==> config.mk <==
export PLATFORM = sky130hd
export DESIGN_NAME = pidc_core
export DESIGN_NICKNAME = d
export VERILOG_FILES = /design/src/core/pidc_pkg.sv /design/src/core/pidc_core.sv
export SDC_FILE = /design/constraint.sdc
export NUM_CORES = 1
export LEC_CHECK = 0
export BUFFER_PORTS_ARGS = -buffer_cell sky130_fd_sc_hd__clkbuf_2
export CORE_ASPECT_RATIO = 1.25
export CORE_UTILIZATION = 45
export DETAILED_ROUTE_END_ITERATION = 8
export GPL_ROUTABILITY_DRIVEN = 0
export PLACE_DENSITY_LB_ADDON = 0.15
export SYNTH_ARGS = -nofsm -noshare
export SYNTH_HDL_FRONTEND = slang
export SYNTH_SLANG_ARGS = --single-unit
==> constraint.sdc <==
create_clock -name i_clk_sys -period 6.2 [get_ports i_clk_sys]
set_clock_uncertainty 0.2 [all_clocks]
set_input_delay 1.24 -clock i_clk_sys [delete_from_list [all_inputs] [get_ports i_clk_sys]]
set_output_delay 1.24 -clock i_clk_sys [all_outputs]
set_load 0.01 [all_outputs]
==> src/core/pidc_pkg.sv <==
// shared constants for the priority interrupt daisy-chain block
// assumes one 20 MHz system clock, all bus pins sampled synchronously
// Functional notes
// interrupter pulls exactly one of seven active-low request lines; bus has ack line, chain.
// single handler treats levels as prioritized, level 7 first.
// handler sees only its assigned levels, picks highest active in 7..1.
// handler wins data bus via own requester before starting acknowledge cycle.
// after reading Status/ID, handler starts servicing with the returned value.
// ack line low makes slot-1 chain driver launch falling edge down chain.
// shared level: daisy-chain guarantees exactly one interrupter answers.
// pending interrupter answers only after a falling edge on its chain input.
// answering interrupter holds chain output high, never forwards the edge.
// non-interrupting board copies chain input to chain output.
// modules actively drive mandatory outputs unless always high.
// undriven bused lines read high due to termination.
// answer needs pending request, level match, requested width at least own size.
// handler drives ack low, level on three low address lines, never data lines.
// acknowledged interrupter puts Status/ID on data, then pulls data-ack low; the core enables data and data-ack in the same cycle.
package pidc_pkg;
	localparam int unsigned PIDC_LEVELS = 7;
	localparam int unsigned PIDC_LVL_W = 3;
	localparam int unsigned PIDC_DATA_W = 32;
	// width codes: 0 = byte, 1 = double byte, 2 = quad byte
	localparam logic [1:0] PIDC_W8 = 2'h0;
	localparam logic [1:0] PIDC_W16 = 2'h1;
	localparam logic [1:0] PIDC_W32 = 2'h2;
	localparam logic [2:0] PIDC_LVL_NONE = 3'h0;
	localparam logic [2:0] PIDC_LVL_MAX = 3'h7;
	localparam logic [6:0] PIDC_REQ_IDLE = 7'h7f;
	localparam logic [31:0] PIDC_DATA_IDLE = 32'hffffffff;
	typedef enum logic [2:0] {
		PIDC_H_IDLE,
		PIDC_H_BUSREQ,
		PIDC_H_ACK,
		PIDC_H_RELEASE
	} pidc_hstate_e;
	typedef enum logic [1:0] {
		PIDC_I_IDLE,
		PIDC_I_ANSWER,
		PIDC_I_PASS
	} pidc_istate_e;
endpackage

==> src/core/pidc_core.sv <==
// handler, interrupter and slot-1 chain driver of one board
// assumes all bus inputs synchronous to i_clk_sys; pins open-drain style
`timescale 1ns/1ps
module pidc_core (
	input wire logic i_clk_sys,
	input wire logic i_rst_n,
	// board options
	input wire logic i_slot1,
	input wire logic i_handler_en,
	input wire logic i_intr_en,
	input wire logic [6:0] i_level_mask,
	// on-board interrupter side
	input wire logic i_intr_req,
	input wire logic [2:0] i_intr_level,
	input wire logic [1:0] i_intr_size,
	input wire logic [31:0] i_intr_statid,
	output logic o_intr_taken,
	// on-board requester / processor side
	output logic o_dtb_want,
	input wire logic i_dtb_granted,
	output logic o_svc_valid,
	output logic [31:0] o_svc_statid,
	output logic [2:0] o_svc_level,
	// bus pins, sampled as levels; low is asserted
	input wire logic [6:0] i_irq_n,
	output logic [6:0] o_irq_n,
	output logic [6:0] o_irq_oe,
	input wire logic i_iack_n,
	output logic o_iack_n,
	output logic o_iack_oe,
	input wire logic i_iackin_n,
	output logic o_iackout_n,
	input wire logic [2:0] i_addr_lvl,
	output logic [2:0] o_addr_lvl,
	output logic o_addr_oe,
	input wire logic [1:0] i_req_width,
	output logic [1:0] o_req_width,
	input wire logic [31:0] i_data,
	output logic [31:0] o_data,
	output logic o_data_oe,
	input wire logic i_dtack_n,
	output logic o_dtack_n,
	output logic o_dtack_oe
);
	typedef struct packed {
		pidc_pkg::pidc_hstate_e hs;
		pidc_pkg::pidc_istate_e is;
		logic [2:0] hlvl;
		logic svc_valid;
		logic [31:0] svc_statid;
		logic iackin_d;
		logic chain_out_n;
		logic slot1_out_n;
		logic taken;
		logic [31:0] data;
	} pidc_state_s;

	pidc_state_s st_r;
	pidc_state_s st_nxt;

	function automatic logic [2:0] pidc_pick(input logic [6:0] act);
		logic [2:0] lvl;
		lvl = pidc_pkg::PIDC_LVL_NONE;
		for (int i = 0; i < pidc_pkg::PIDC_LEVELS; i++) begin
			if (act[i]) begin
				lvl = 3'(i + 1);
			end
		end
		return lvl;
	endfunction

	logic [6:0] pend;
	logic [2:0] best;
	logic chain_in_n;
	logic chain_fall;
	logic qualify;

	//////////////////////////////////////////////////////////////////
	// handler prioritisation over assigned levels only
	assign pend = ~i_irq_n & i_level_mask;
	assign best = pidc_pick(pend);
	// slot 1 chain driver: ack line, registered one cycle, is the chain input
	assign chain_in_n = i_slot1 ? st_r.slot1_out_n : i_iackin_n;
	assign chain_fall = st_r.iackin_d & ~chain_in_n;
	assign qualify = i_intr_en & i_intr_req & (i_addr_lvl == i_intr_level)
		& (i_req_width >= i_intr_size);

	always_comb begin
		st_nxt = st_r;
		st_nxt.svc_valid = 1'b0;
		st_nxt.slot1_out_n = i_iack_n;
		st_nxt.iackin_d = chain_in_n;
		//////////////////////////////////////////////////////////////
		// handler
		unique case (st_r.hs)
			pidc_pkg::PIDC_H_IDLE: begin
				if (i_handler_en && best != pidc_pkg::PIDC_LVL_NONE) begin
					st_nxt.hlvl = best;
					st_nxt.hs = pidc_pkg::PIDC_H_BUSREQ;
				end
			end
			pidc_pkg::PIDC_H_BUSREQ: begin
				if (i_dtb_granted) begin
					st_nxt.hs = pidc_pkg::PIDC_H_ACK;
				end
			end
			pidc_pkg::PIDC_H_ACK: begin
				if (!i_dtack_n) begin
					st_nxt.svc_statid = i_data;
					st_nxt.svc_valid = 1'b1;
					st_nxt.hs = pidc_pkg::PIDC_H_RELEASE;
				end
			end
			pidc_pkg::PIDC_H_RELEASE: begin
				if (i_dtack_n) begin
					st_nxt.hs = pidc_pkg::PIDC_H_IDLE;
				end
			end
			default: st_nxt.hs = pidc_pkg::PIDC_H_IDLE;
		endcase
		//////////////////////////////////////////////////////////////
		// interrupter and chain pass-through
		st_nxt.taken = 1'b0;
		unique case (st_r.is)
			pidc_pkg::PIDC_I_IDLE: begin
				st_nxt.chain_out_n = 1'b1;
				if (chain_fall) begin
					if (qualify) begin
						st_nxt.data = i_intr_statid;
						st_nxt.taken = 1'b1;
						st_nxt.is = pidc_pkg::PIDC_I_ANSWER;
					end else begin
						st_nxt.chain_out_n = 1'b0;
						st_nxt.is = pidc_pkg::PIDC_I_PASS;
					end
				end
			end
			pidc_pkg::PIDC_I_ANSWER: begin
				st_nxt.chain_out_n = 1'b1;
				if (chain_in_n) begin
					st_nxt.is = pidc_pkg::PIDC_I_IDLE;
				end
			end
			pidc_pkg::PIDC_I_PASS: begin
				st_nxt.chain_out_n = chain_in_n;
				if (chain_in_n) begin
					st_nxt.is = pidc_pkg::PIDC_I_IDLE;
				end
			end
			default: st_nxt.is = pidc_pkg::PIDC_I_IDLE;
		endcase
	end

	always_ff @(posedge i_clk_sys) begin
		if (!i_rst_n) begin
			st_r.hs <= pidc_pkg::PIDC_H_IDLE;
			st_r.is <= pidc_pkg::PIDC_I_IDLE;
			st_r.hlvl <= pidc_pkg::PIDC_LVL_NONE;
			st_r.svc_valid <= 1'b0;
			st_r.svc_statid <= pidc_pkg::PIDC_DATA_IDLE;
			st_r.iackin_d <= 1'b1;
			st_r.chain_out_n <= 1'b1;
			st_r.slot1_out_n <= 1'b1;
			st_r.taken <= 1'b0;
			st_r.data <= pidc_pkg::PIDC_DATA_IDLE;
		end else begin
			st_r <= st_nxt;
		end
	end

	//////////////////////////////////////////////////////////////////
	// pin drive; request, ack and data-ack lines low only, high left to termination
	always_comb begin
		o_irq_n = pidc_pkg::PIDC_REQ_IDLE;
		o_irq_oe = 7'h00;
		if (i_intr_en && i_intr_req && i_intr_level != pidc_pkg::PIDC_LVL_NONE) begin
			o_irq_n[i_intr_level - 3'h1] = 1'b0;
			o_irq_oe[i_intr_level - 3'h1] = 1'b1;
		end
	end

	// a non-interrupting board forwards its chain combinationally-free via register
	assign o_iackout_n = st_r.chain_out_n;
	assign o_iack_n = 1'b0;
	assign o_iack_oe = (st_r.hs == pidc_pkg::PIDC_H_ACK);
	assign o_addr_lvl = st_r.hlvl;
	assign o_addr_oe = (st_r.hs == pidc_pkg::PIDC_H_ACK);
	assign o_req_width = pidc_pkg::PIDC_W32;
	assign o_dtb_want = (st_r.hs == pidc_pkg::PIDC_H_BUSREQ)
		|| (st_r.hs == pidc_pkg::PIDC_H_ACK);
	assign o_data = st_r.data;
	assign o_data_oe = (st_r.is == pidc_pkg::PIDC_I_ANSWER);
	assign o_dtack_n = 1'b0;
	assign o_dtack_oe = (st_r.is == pidc_pkg::PIDC_I_ANSWER);
	assign o_intr_taken = st_r.taken;
	assign o_svc_valid = st_r.svc_valid;
	assign o_svc_statid = st_r.svc_statid;
	assign o_svc_level = st_r.hlvl;
endmodule

# == After elaboration in Yosys (flattened, before gate mapping) ==
# Index checks and enable logic that the tools add are counted.
# word_totals
reg_bits,77
wordCells,79
# classes
eq_ne,12
addsub,1
n_bitwise,9
mux,26
n_reduce_logical,18
order_cmp,3
# op_table
op,count
33-bit two-way mux,2
3-bit two-way mux,9
7-bit two-way mux,2
7-bit NOT,2
3-bit case mux with 4 select lines,1
2-bit inequality test (second input constant),5
3-bit nonzero test,3
2-bit two-way mux,4
2-bit AND reduction,4
7-bit AND,1
3-bit by 2-bit equality test with 1-bit output (second input constant),2
3-bit AND reduction,2
1-bit two-way mux,5
1-bit AND,4
1-bit logical AND,4
3-bit by 4-bit < comparator with 1-bit output (second input constant),1
2-bit case mux with 2 select lines,1
4-bit AND reduction,1
1-bit demux with 3-bit select,1
3-bit by 1-bit equality test with 1-bit output (second input constant),1
3-bit equality test,1
3-bit by 1-bit >= comparator with 1-bit output (second input constant),1
3-bit zero test,1
1-bit case mux with 3 select lines,1
other kinds (9),10

# == Depth between registers and ports, before layout ==
# Gate-level depths: netlist of the first run.
# depth
word_depth,13
ltp_mapped,9
depth_no_buf,7

# == Worst setup path before layout of the first run ==
# No wires, ideal clock.
# synth_timing
path_type,input-to-output
start,input port i_intr_level[0]
end,output port o_irq_oe[3]
path_slack_ns,2.452
arrival_ns,2.308
cell_stages,6
required_time_ns,4.760
n_path_buf,0
cell_sequence,inv_1 ha_1 a21oi_1 nand2_1 or3_1 inv_1
# synth_via
elab_chain_cells,6
elab_cells_between_ends,9
classes_between,add/sub: 1; order compare: 2; mux: 3; reduce/logical: 3
# synth_rtl
item,line_no,text
start: declaration,pidc_core.sv:14,"input wire logic [2:0] i_intr_level,"
3-bit by 1-bit subtractor with 3-bit output,pidc_core.sv:178,o_irq_oe[i_intr_level - 3'h1] = 1'b1;
3-bit by 4-bit < comparator with 1-bit output (not written as such) / 3-bit by 1-bit >= comparator with 1-bit output (equally long branches),pidc_core.sv:178,
1-bit logical AND (not written as such),pidc_core.sv:178,
1-bit two-way mux (not written as such),pidc_core.sv:178,
1-bit demux with 3-bit select,pidc_core.sv:178,
7-bit two-way mux *,pidc_core.sv:176,if (i_intr_en && i_intr_req && i_intr_level != pidc_pkg::PIDC_LVL_NONE) begin
end: declaration,pidc_core.sv:27,"output logic [6:0] o_irq_oe,"
# Mark *: on every way between the ends. The rest lies on a longest branch, timed or not.

# == Worst setup path after layout of the first run ==
# Ends and elaborated chain as after synthesis.

==> impl_metrics.yaml, run 1 <==
global_route:
  grt_pass1_vias: 2994
  grt_start_max_net_pins: 75
  grt_pass1_wl_um: 13200
  grtUsageTotal_pct: 18.3
  antenna_found_initial: 0
  grt.overflow.total: 0
timing:
  hold_slack_ns: 0.268
  fin_ws_ns: 2.15
  slew-limit-headroom_pct: 19.3
  rsz0062_at_grt: "no"
  fin_crit_sh_pct: 65.4
  final_max_slew_viol_count: 0
  period_needed_ns: 4.05
  max_freq_ghz: 0.247
  finalSetupTns_ns: 0
  hold_viol: 0
  worstMarginPinSlew_ns: 1.21
  setup_violations: 0
pwr:
  p_sw_mw: 0.381
  power.share.switching_pct: 29.6
  internal_power_mw: 0.906
  p_leak_nw: 2.40
  clock_power_share_pct: 30.8
  ir_worst_vdd_uv: 210
  p_comb_share_pct: 24.8
  p_seq_share_pct: 44.4
  p_per_area_mw_per_mm2: 293
min_path:
  holdCritPathClass: "reg -> reg"
  hold_depth: 2
critical_path:
  arrival_ns: 2.61
  critPathTopFamily: "simple AND/OR/NAND/NOR gates"
  r2r_cells: 6
  end_kind: "output port"
  path_cells: "clkbuf_2, inv_1, ha_1, a21oi_1, nand2_1, or3_1, inv_1, clkbuf_2"
  cp_max_fo: 4
  cp.depth: 8
  critPathKind: "in -> out"
  worst-path-buf-inv: 4
  required_ns: 4.76
  cpPeakStageDelay_ns: 0.39
  crit_path_top_delay_cell: "or3_1"
  worstSetupStartpointType: "input pin"
yosys:
  yosys_warnings: 0
  synth-seq-cells: 76
  synthTopCellsByArea: "dfxtp_1 40%, buf_4 15%, nand2_1 14%"
  synth_area_mm2: 0.00376
  synth_area_per_cell_um2: 7.78
  synth_top_cell_area_share_pct: 40.5
  synth.distinct_cells: 38
  yosys.area.top_type: "dfxtp_1"
  syn-instance-count: 483
  ys_seq_area_share_pct: 40.5
cts:
  insertion_delay_ns: 0.33
  clk_path_buf_depth: 2
  clk_pin_slew_ns: 0.08
  cts_made_buffers: 9
  cts_root_buffer: "clkbuf_8"
  hold_buffers: 0
  cts_tree: "built"
  cts_resized: 0
  clkSinkCount: 76
  cts_setup_buffers: 0
  htree_levels: 3
layout:
  mostFrequentLayoutCell: "clkbuf_2"
  stdcell_count: 689
  final_core_util_pct: 55.4
  finalNetCount: 700
  layout-drive-gt1-share_pct: 36.0
  areaGrowthSynthToFinish_pct: 16.9
  final_cell_mix: "189 x clkbuf_2, 144 x nand2_1, 76 x dfxtp_1, 67 x nand3_1, 22 x inv_1"
  diodes: 0
route:
  wire_per_inst_um: 11.6
  ant_nets: 0
  first_pass_iters: 4
  via_per_inst: 4.71
  remaining_drc_errors: 0
  routed_wl_um: 8010
  num_vias: 3244
  drt_iter0_markers: 96
floorplan:
  ios: 194
  core.rowCount: 36
  fp.coreArea_mm2: 0.00793
  die_w_um: 83.7
  start_util_pct: 47.4
  die_y_um: 104
  die_area_mm2: 0.00872
job:
  max_cap_viol_count: 0
placed_design:
  dp_cells: 674
  post-place-ws_ns: 2.15
  port_buffers: 189
  dp_hpwl_um: 5970
status:
  status: "completed"
-- routing by layer --
layer | global-route usage, % | up-vias | wire length [µm]
met2 | 33.0 | 134 | 3980
li1 | - | 1674 | -
met5 | 0 | - | 0
met1 | 20.0 | 1421 | 3280
met4 | 7.38 | 0 | 172
met3 | 4.92 | 15 | 586
-- cell usage after synthesis --
master and number:
a21bo_2 1, dfxtp_1 76, or4_1 1, nor4_2 1, nand3_2 1, conb_1 2
a31o_2 1, nor3_1 2, nand4bb_1 1, a21oi_1 7, or2_2 1, o221ai_1 1
nor2b_1 5, xor2_1 1, nand2_1 144, and2_1 1, mux2i_4 1, buf_6 3
buf_4 76, o31ai_1 1, nand4_1 1, a211oi_1 1, buf_2 3, ha_1 12
o311ai_0 2, nor2_1 6, a31oi_1 1, a32o_1 1, nor3b_1 1, mux2i_1 4
o21ai_0 3, a311o_1 1, nand2b_1 6, inv_1 22, xnor2_1 4, nand3_1 67
or3_1 4, clkbuf_1 17
-- path summary, 6_finish.rpt --
| kind | from | end | slack [ns] |
|---|---|---|---|
| max | i_intr_level[0] | o_irq_oe[3] | 2.15 |
| min | o_svc_statid[2] | o_svc_statid[2] | 0.27 |
| max reg2reg | st_r[72] | o_data[30] | 3.79 |
| min reg2reg | o_svc_statid[2] | o_svc_statid[2] | 0.27 |
-- layout make-up --
class                      count  area [µm²]
clock buffer                  10         128
clock inverter                 5        77.6
fill                         769        3530
inverter                      22        82.6
multi-input combinational    288        1490
sequential                    76        1520
tap                           95         119
timing repair buffer         193         976
-- power by group through the flow --
stage / Combinational (mW) / Clock (mW) / Sequential (mW)
after floorplan: 0.271 / 0 / 0.577
after global placement: 0.317 / 0 / 0.581
after CTS: 0.324 / 0.410 / 0.573
after global routing: 0.360 / 0.432 / 0.579
final: 0.319 / 0.396 / 0.572
after detailed placement: 0.323 / 0 / 0.584
-- cell families after synthesis --
group,after synthesis,synth area share [%]
other,2,0.200
multiplexers,5,1.67
flip-flops,76,40.5
XOR/XNOR,5,1.17
buffers and inverters,121,20.4
AO/OA/AOI/OAI,20,3.63
adder cells (fa/ha/maj),12,4.00
AND/OR/NAND/NOR,242,28.5
-- sequential cells by signal (all words and copies together) (netlist names) --
name,flops
o_data,32
st_r,6
o_intr_taken,1
o_svc_statid,32
o_addr_lvl,3
o_svc_valid,1
o_iackout_n,1
-- tightest hold or removal path, cell delays in order (launching register included) --
cell,delay (ns)
dfxtp_1,0.31
nand2_1,0.05
nand3_1,0.06
-- per-stage QoR --
stage                     total power, mW  instance area [µm²]
after detailed placement            0.907                 4190
after floorplan                     0.848                 3760
after global placement              0.898                 4190
final                                1.29                 4390
after CTS                            1.31                 4390
after global routing                 1.37                 4390
Power figures use the tool's default switching activity.
==> run 2: changes to the inputs <==
Settings changed: ABC_AREA set to 1.
Clock period 6.2 ns to 3.75 ns, I/O delays scaled along.
==> impl_metrics.yaml, run 2 <==
yosys:
  async_reset_ff_share_pct: 0
  synth_area_per_cell_um2: 7.72
  synth-edff-count: 0
  yosys.area.top_type: "dfxtp_1"
  yosys_warnings: 0
  ys_seq_area_share_pct: 38.3
  synth_flop_cell: "dfxtp_1"
  synth.distinct_cells: 25
  synth-seq-cells: 76
  syn-instance-count: 515
  synth_common_cells: "138 x nand2_1, 77 x buf_4, 77 x inv_1"
  synthTopCellsByArea: "dfxtp_1 38%, buf_4 15%, nand2_1 13%"
  synth.most_common_cell: "nand2_1"
  synth_area_mm2: 0.00397
  synth_top_cell_area_share_pct: 38.3
layout:
  diodes: 0
  final_core_util_pct: 55.4
  finalNetCount: 733
  stdcell_count: 745
  mostFrequentLayoutCell: "clkbuf_2"
  layout-drive-gt1-share_pct: 38.5
  final_cell_mix: "188 x clkbuf_2, 138 x nand2_1, 77 x inv_1, 76 x dfxtp_1, 36 x nand3_1"
  areaGrowthSynthToFinish_pct: 16.8
status:
  status: "completed"
floorplan:
  core.rowCount: 37
  fp.coreArea_mm2: 0.00838
  die_w_um: 86.1
  die_area_mm2: 0.00921
  start_util_pct: 47.4
  ios: 194
  die_y_um: 107
timing:
  worstMarginPinSlew_ns: 0.958
  fin_crit_sh_pct: 79.5
  fin_ws_ns: 0.768
  period_needed_ns: 2.98
  hold_viol: 0
  max_freq_ghz: 0.335
  hold_slack_ns: 0.256
  setup_violations: 0
  finalSetupTns_ns: 0
  final_max_slew_viol_count: 0
  rsz0062_at_grt: "no"
  slew-limit-headroom_pct: 36.1
min_path:
  holdCritPathClass: "reg -> reg"
  hold_end: "o_svc_statid[16]"
  min_from: "o_svc_statid[16]"
  hold_depth: 2
placed_design:
  port_buffers: 189
  post-place-ws_ns: 0.768
  dp_cells: 729
  dp_hpwl_um: 5900
cts:
  cts_made_buffers: 9
  cts_resized: 0
  clk_path_buf_depth: 2
  cts_setup_buffers: 0
  cts_root_buffer: "clkbuf_8"
  hold_buffers: 0
  htree_levels: 3
  clkSinkCount: 76
  clk_pin_slew_ns: 0.07
  insertion_delay_ns: 0.34
  cts_tree: "built"
critical_path:
  r2r-end: "o_svc_statid[19]"
  critPathTopFamily: "simple AND/OR/NAND/NOR gates"
  r2r_setup_slack_ns: 1.45
  crit_start: "i_intr_level[0]"
  path_cells: "clkbuf_2, inv_1, ha_1, or2_2, nand2_1, inv_1, nor2_1, inv_1, nor2_1, inv_1, clkbuf_2"
  r2r_cells: 8
  cpPeakStageDelay_ns: 0.29
  critPathKind: "in -> out"
  arrival_ns: 2.03
  required_ns: 2.80
  end_kind: "output port"
  worst-path-buf-inv: 6
  cp_max_fo: 5
  path_common_cell: "inv_1"
  crit_path_top_delay_cell: "or2_2"
  worstSetupStartpointType: "input pin"
  r2r_start: "st_r[74]"
job:
  max_cap_viol_count: 0
route:
  via_per_inst: 4.35
  ant_nets: 0
  remaining_drc_errors: 0
  first_pass_iters: 4
  routed_wl_um: 7770
  drt_iter0_markers: 78
  wire_per_inst_um: 10.4
  num_vias: 3242
global_route:
  antenna_found_initial: 0
  grt_pass1_wl_um: 12400
  grt_start_max_net_pins: 66
  grt.overflow.total: 0
  grt_pass1_vias: 2996
  grtUsageTotal_pct: 16.8
pwr:
  ir_worst_vdd_uv: 287
  p_leak_nw: 2.75
  p_per_area_mw_per_mm2: 456
==> run 2: cell count changes after synthesis, sizes merged, moves of 5 or more <==
cell	before	now
nand3	68	36
nand2b	6	0
nand2	144	138
nor2	6	21
inv	22	77
nor2b	5	0
o211ai	0	32
mux2i	5	0
==> run 2: cell families (layout without fill, tap and decap cells) <==
logic type / after synthesis / in the layout / share of synthesized area (%)
buf+inv: 174 / 285 / 24.7
other cells: 2 / 4 / 0.189
compound gates: 49 / 49 / 12.4
flops: 76 / 76 / 38.3
fa+ha+maj: 12 / 12 / 3.78
xor+xnor: 1 / 1 / 0.220
simple gates: 201 / 201 / 20.5
==> run 2: stage by stage <==
step	power, mW	instance area (µm²)
after floorplan	1.41	3980
final	2.12	4640
after global placement	1.49	4430
after CTS	2.15	4640
after global routing	2.25	4640
after detailed placement	1.51	4430
==> run 2: final cells by class <==
class	instances	area [µm²]
fillers	813	3740
flip-flops and latches	76	1520
multi-input cells	267	1480
repair buffers	192	993
inverters	77	289
well taps	117	146
clock buffers	10	138
clock inverters	6	71.3
==> run 2: worst max-delay path by stage <==
| stage | cells past startpoint | end |
|---|---|---|
| final | 11 | o_irq_n[3] |
| after floorplan | 9 | o_irq_n[2] |
| after global routing | 11 | o_irq_n[2] |
| after CTS | 11 | o_irq_n[3] |
| after global placement | 11 | o_irq_n[2] |
| after detailed placement | 11 | o_irq_n[3] |
==> run 2: worst reg2reg max path, delay by kind of cell (launching register included) <==
family / cells / cell delay (ns)
DFF: 1 / 0.37
buffers and inverters: 4 / 1.18
and+or+nand+nor: 3 / 0.27
adders and majority gates: 1 / 0.23
==> run 2: per-layer routing <==
metal	vias up	wire length (µm)	global-route usage (%)
met5	-	0	0
met4	0	189	8.93
met3	17	604	4.62
met2	125	3740	29.0
met1	1370	3240	18.5
li1	1730	-	-
==> run 2: where the power goes <==
| part | switching (mW) | internal [mW] | leakage [nW] | total [mW] |
|---|---|---|---|---|
| registers | 0.0517 | 0.902 | 0.620 | 0.954 |
| logic | 0.311 | 0.216 | 2.03 | 0.527 |
| clock network | 0.307 | 0.330 | 0.0991 | 0.637 |
| total | 0.670 | 1.45 | 2.75 | 2.12 |
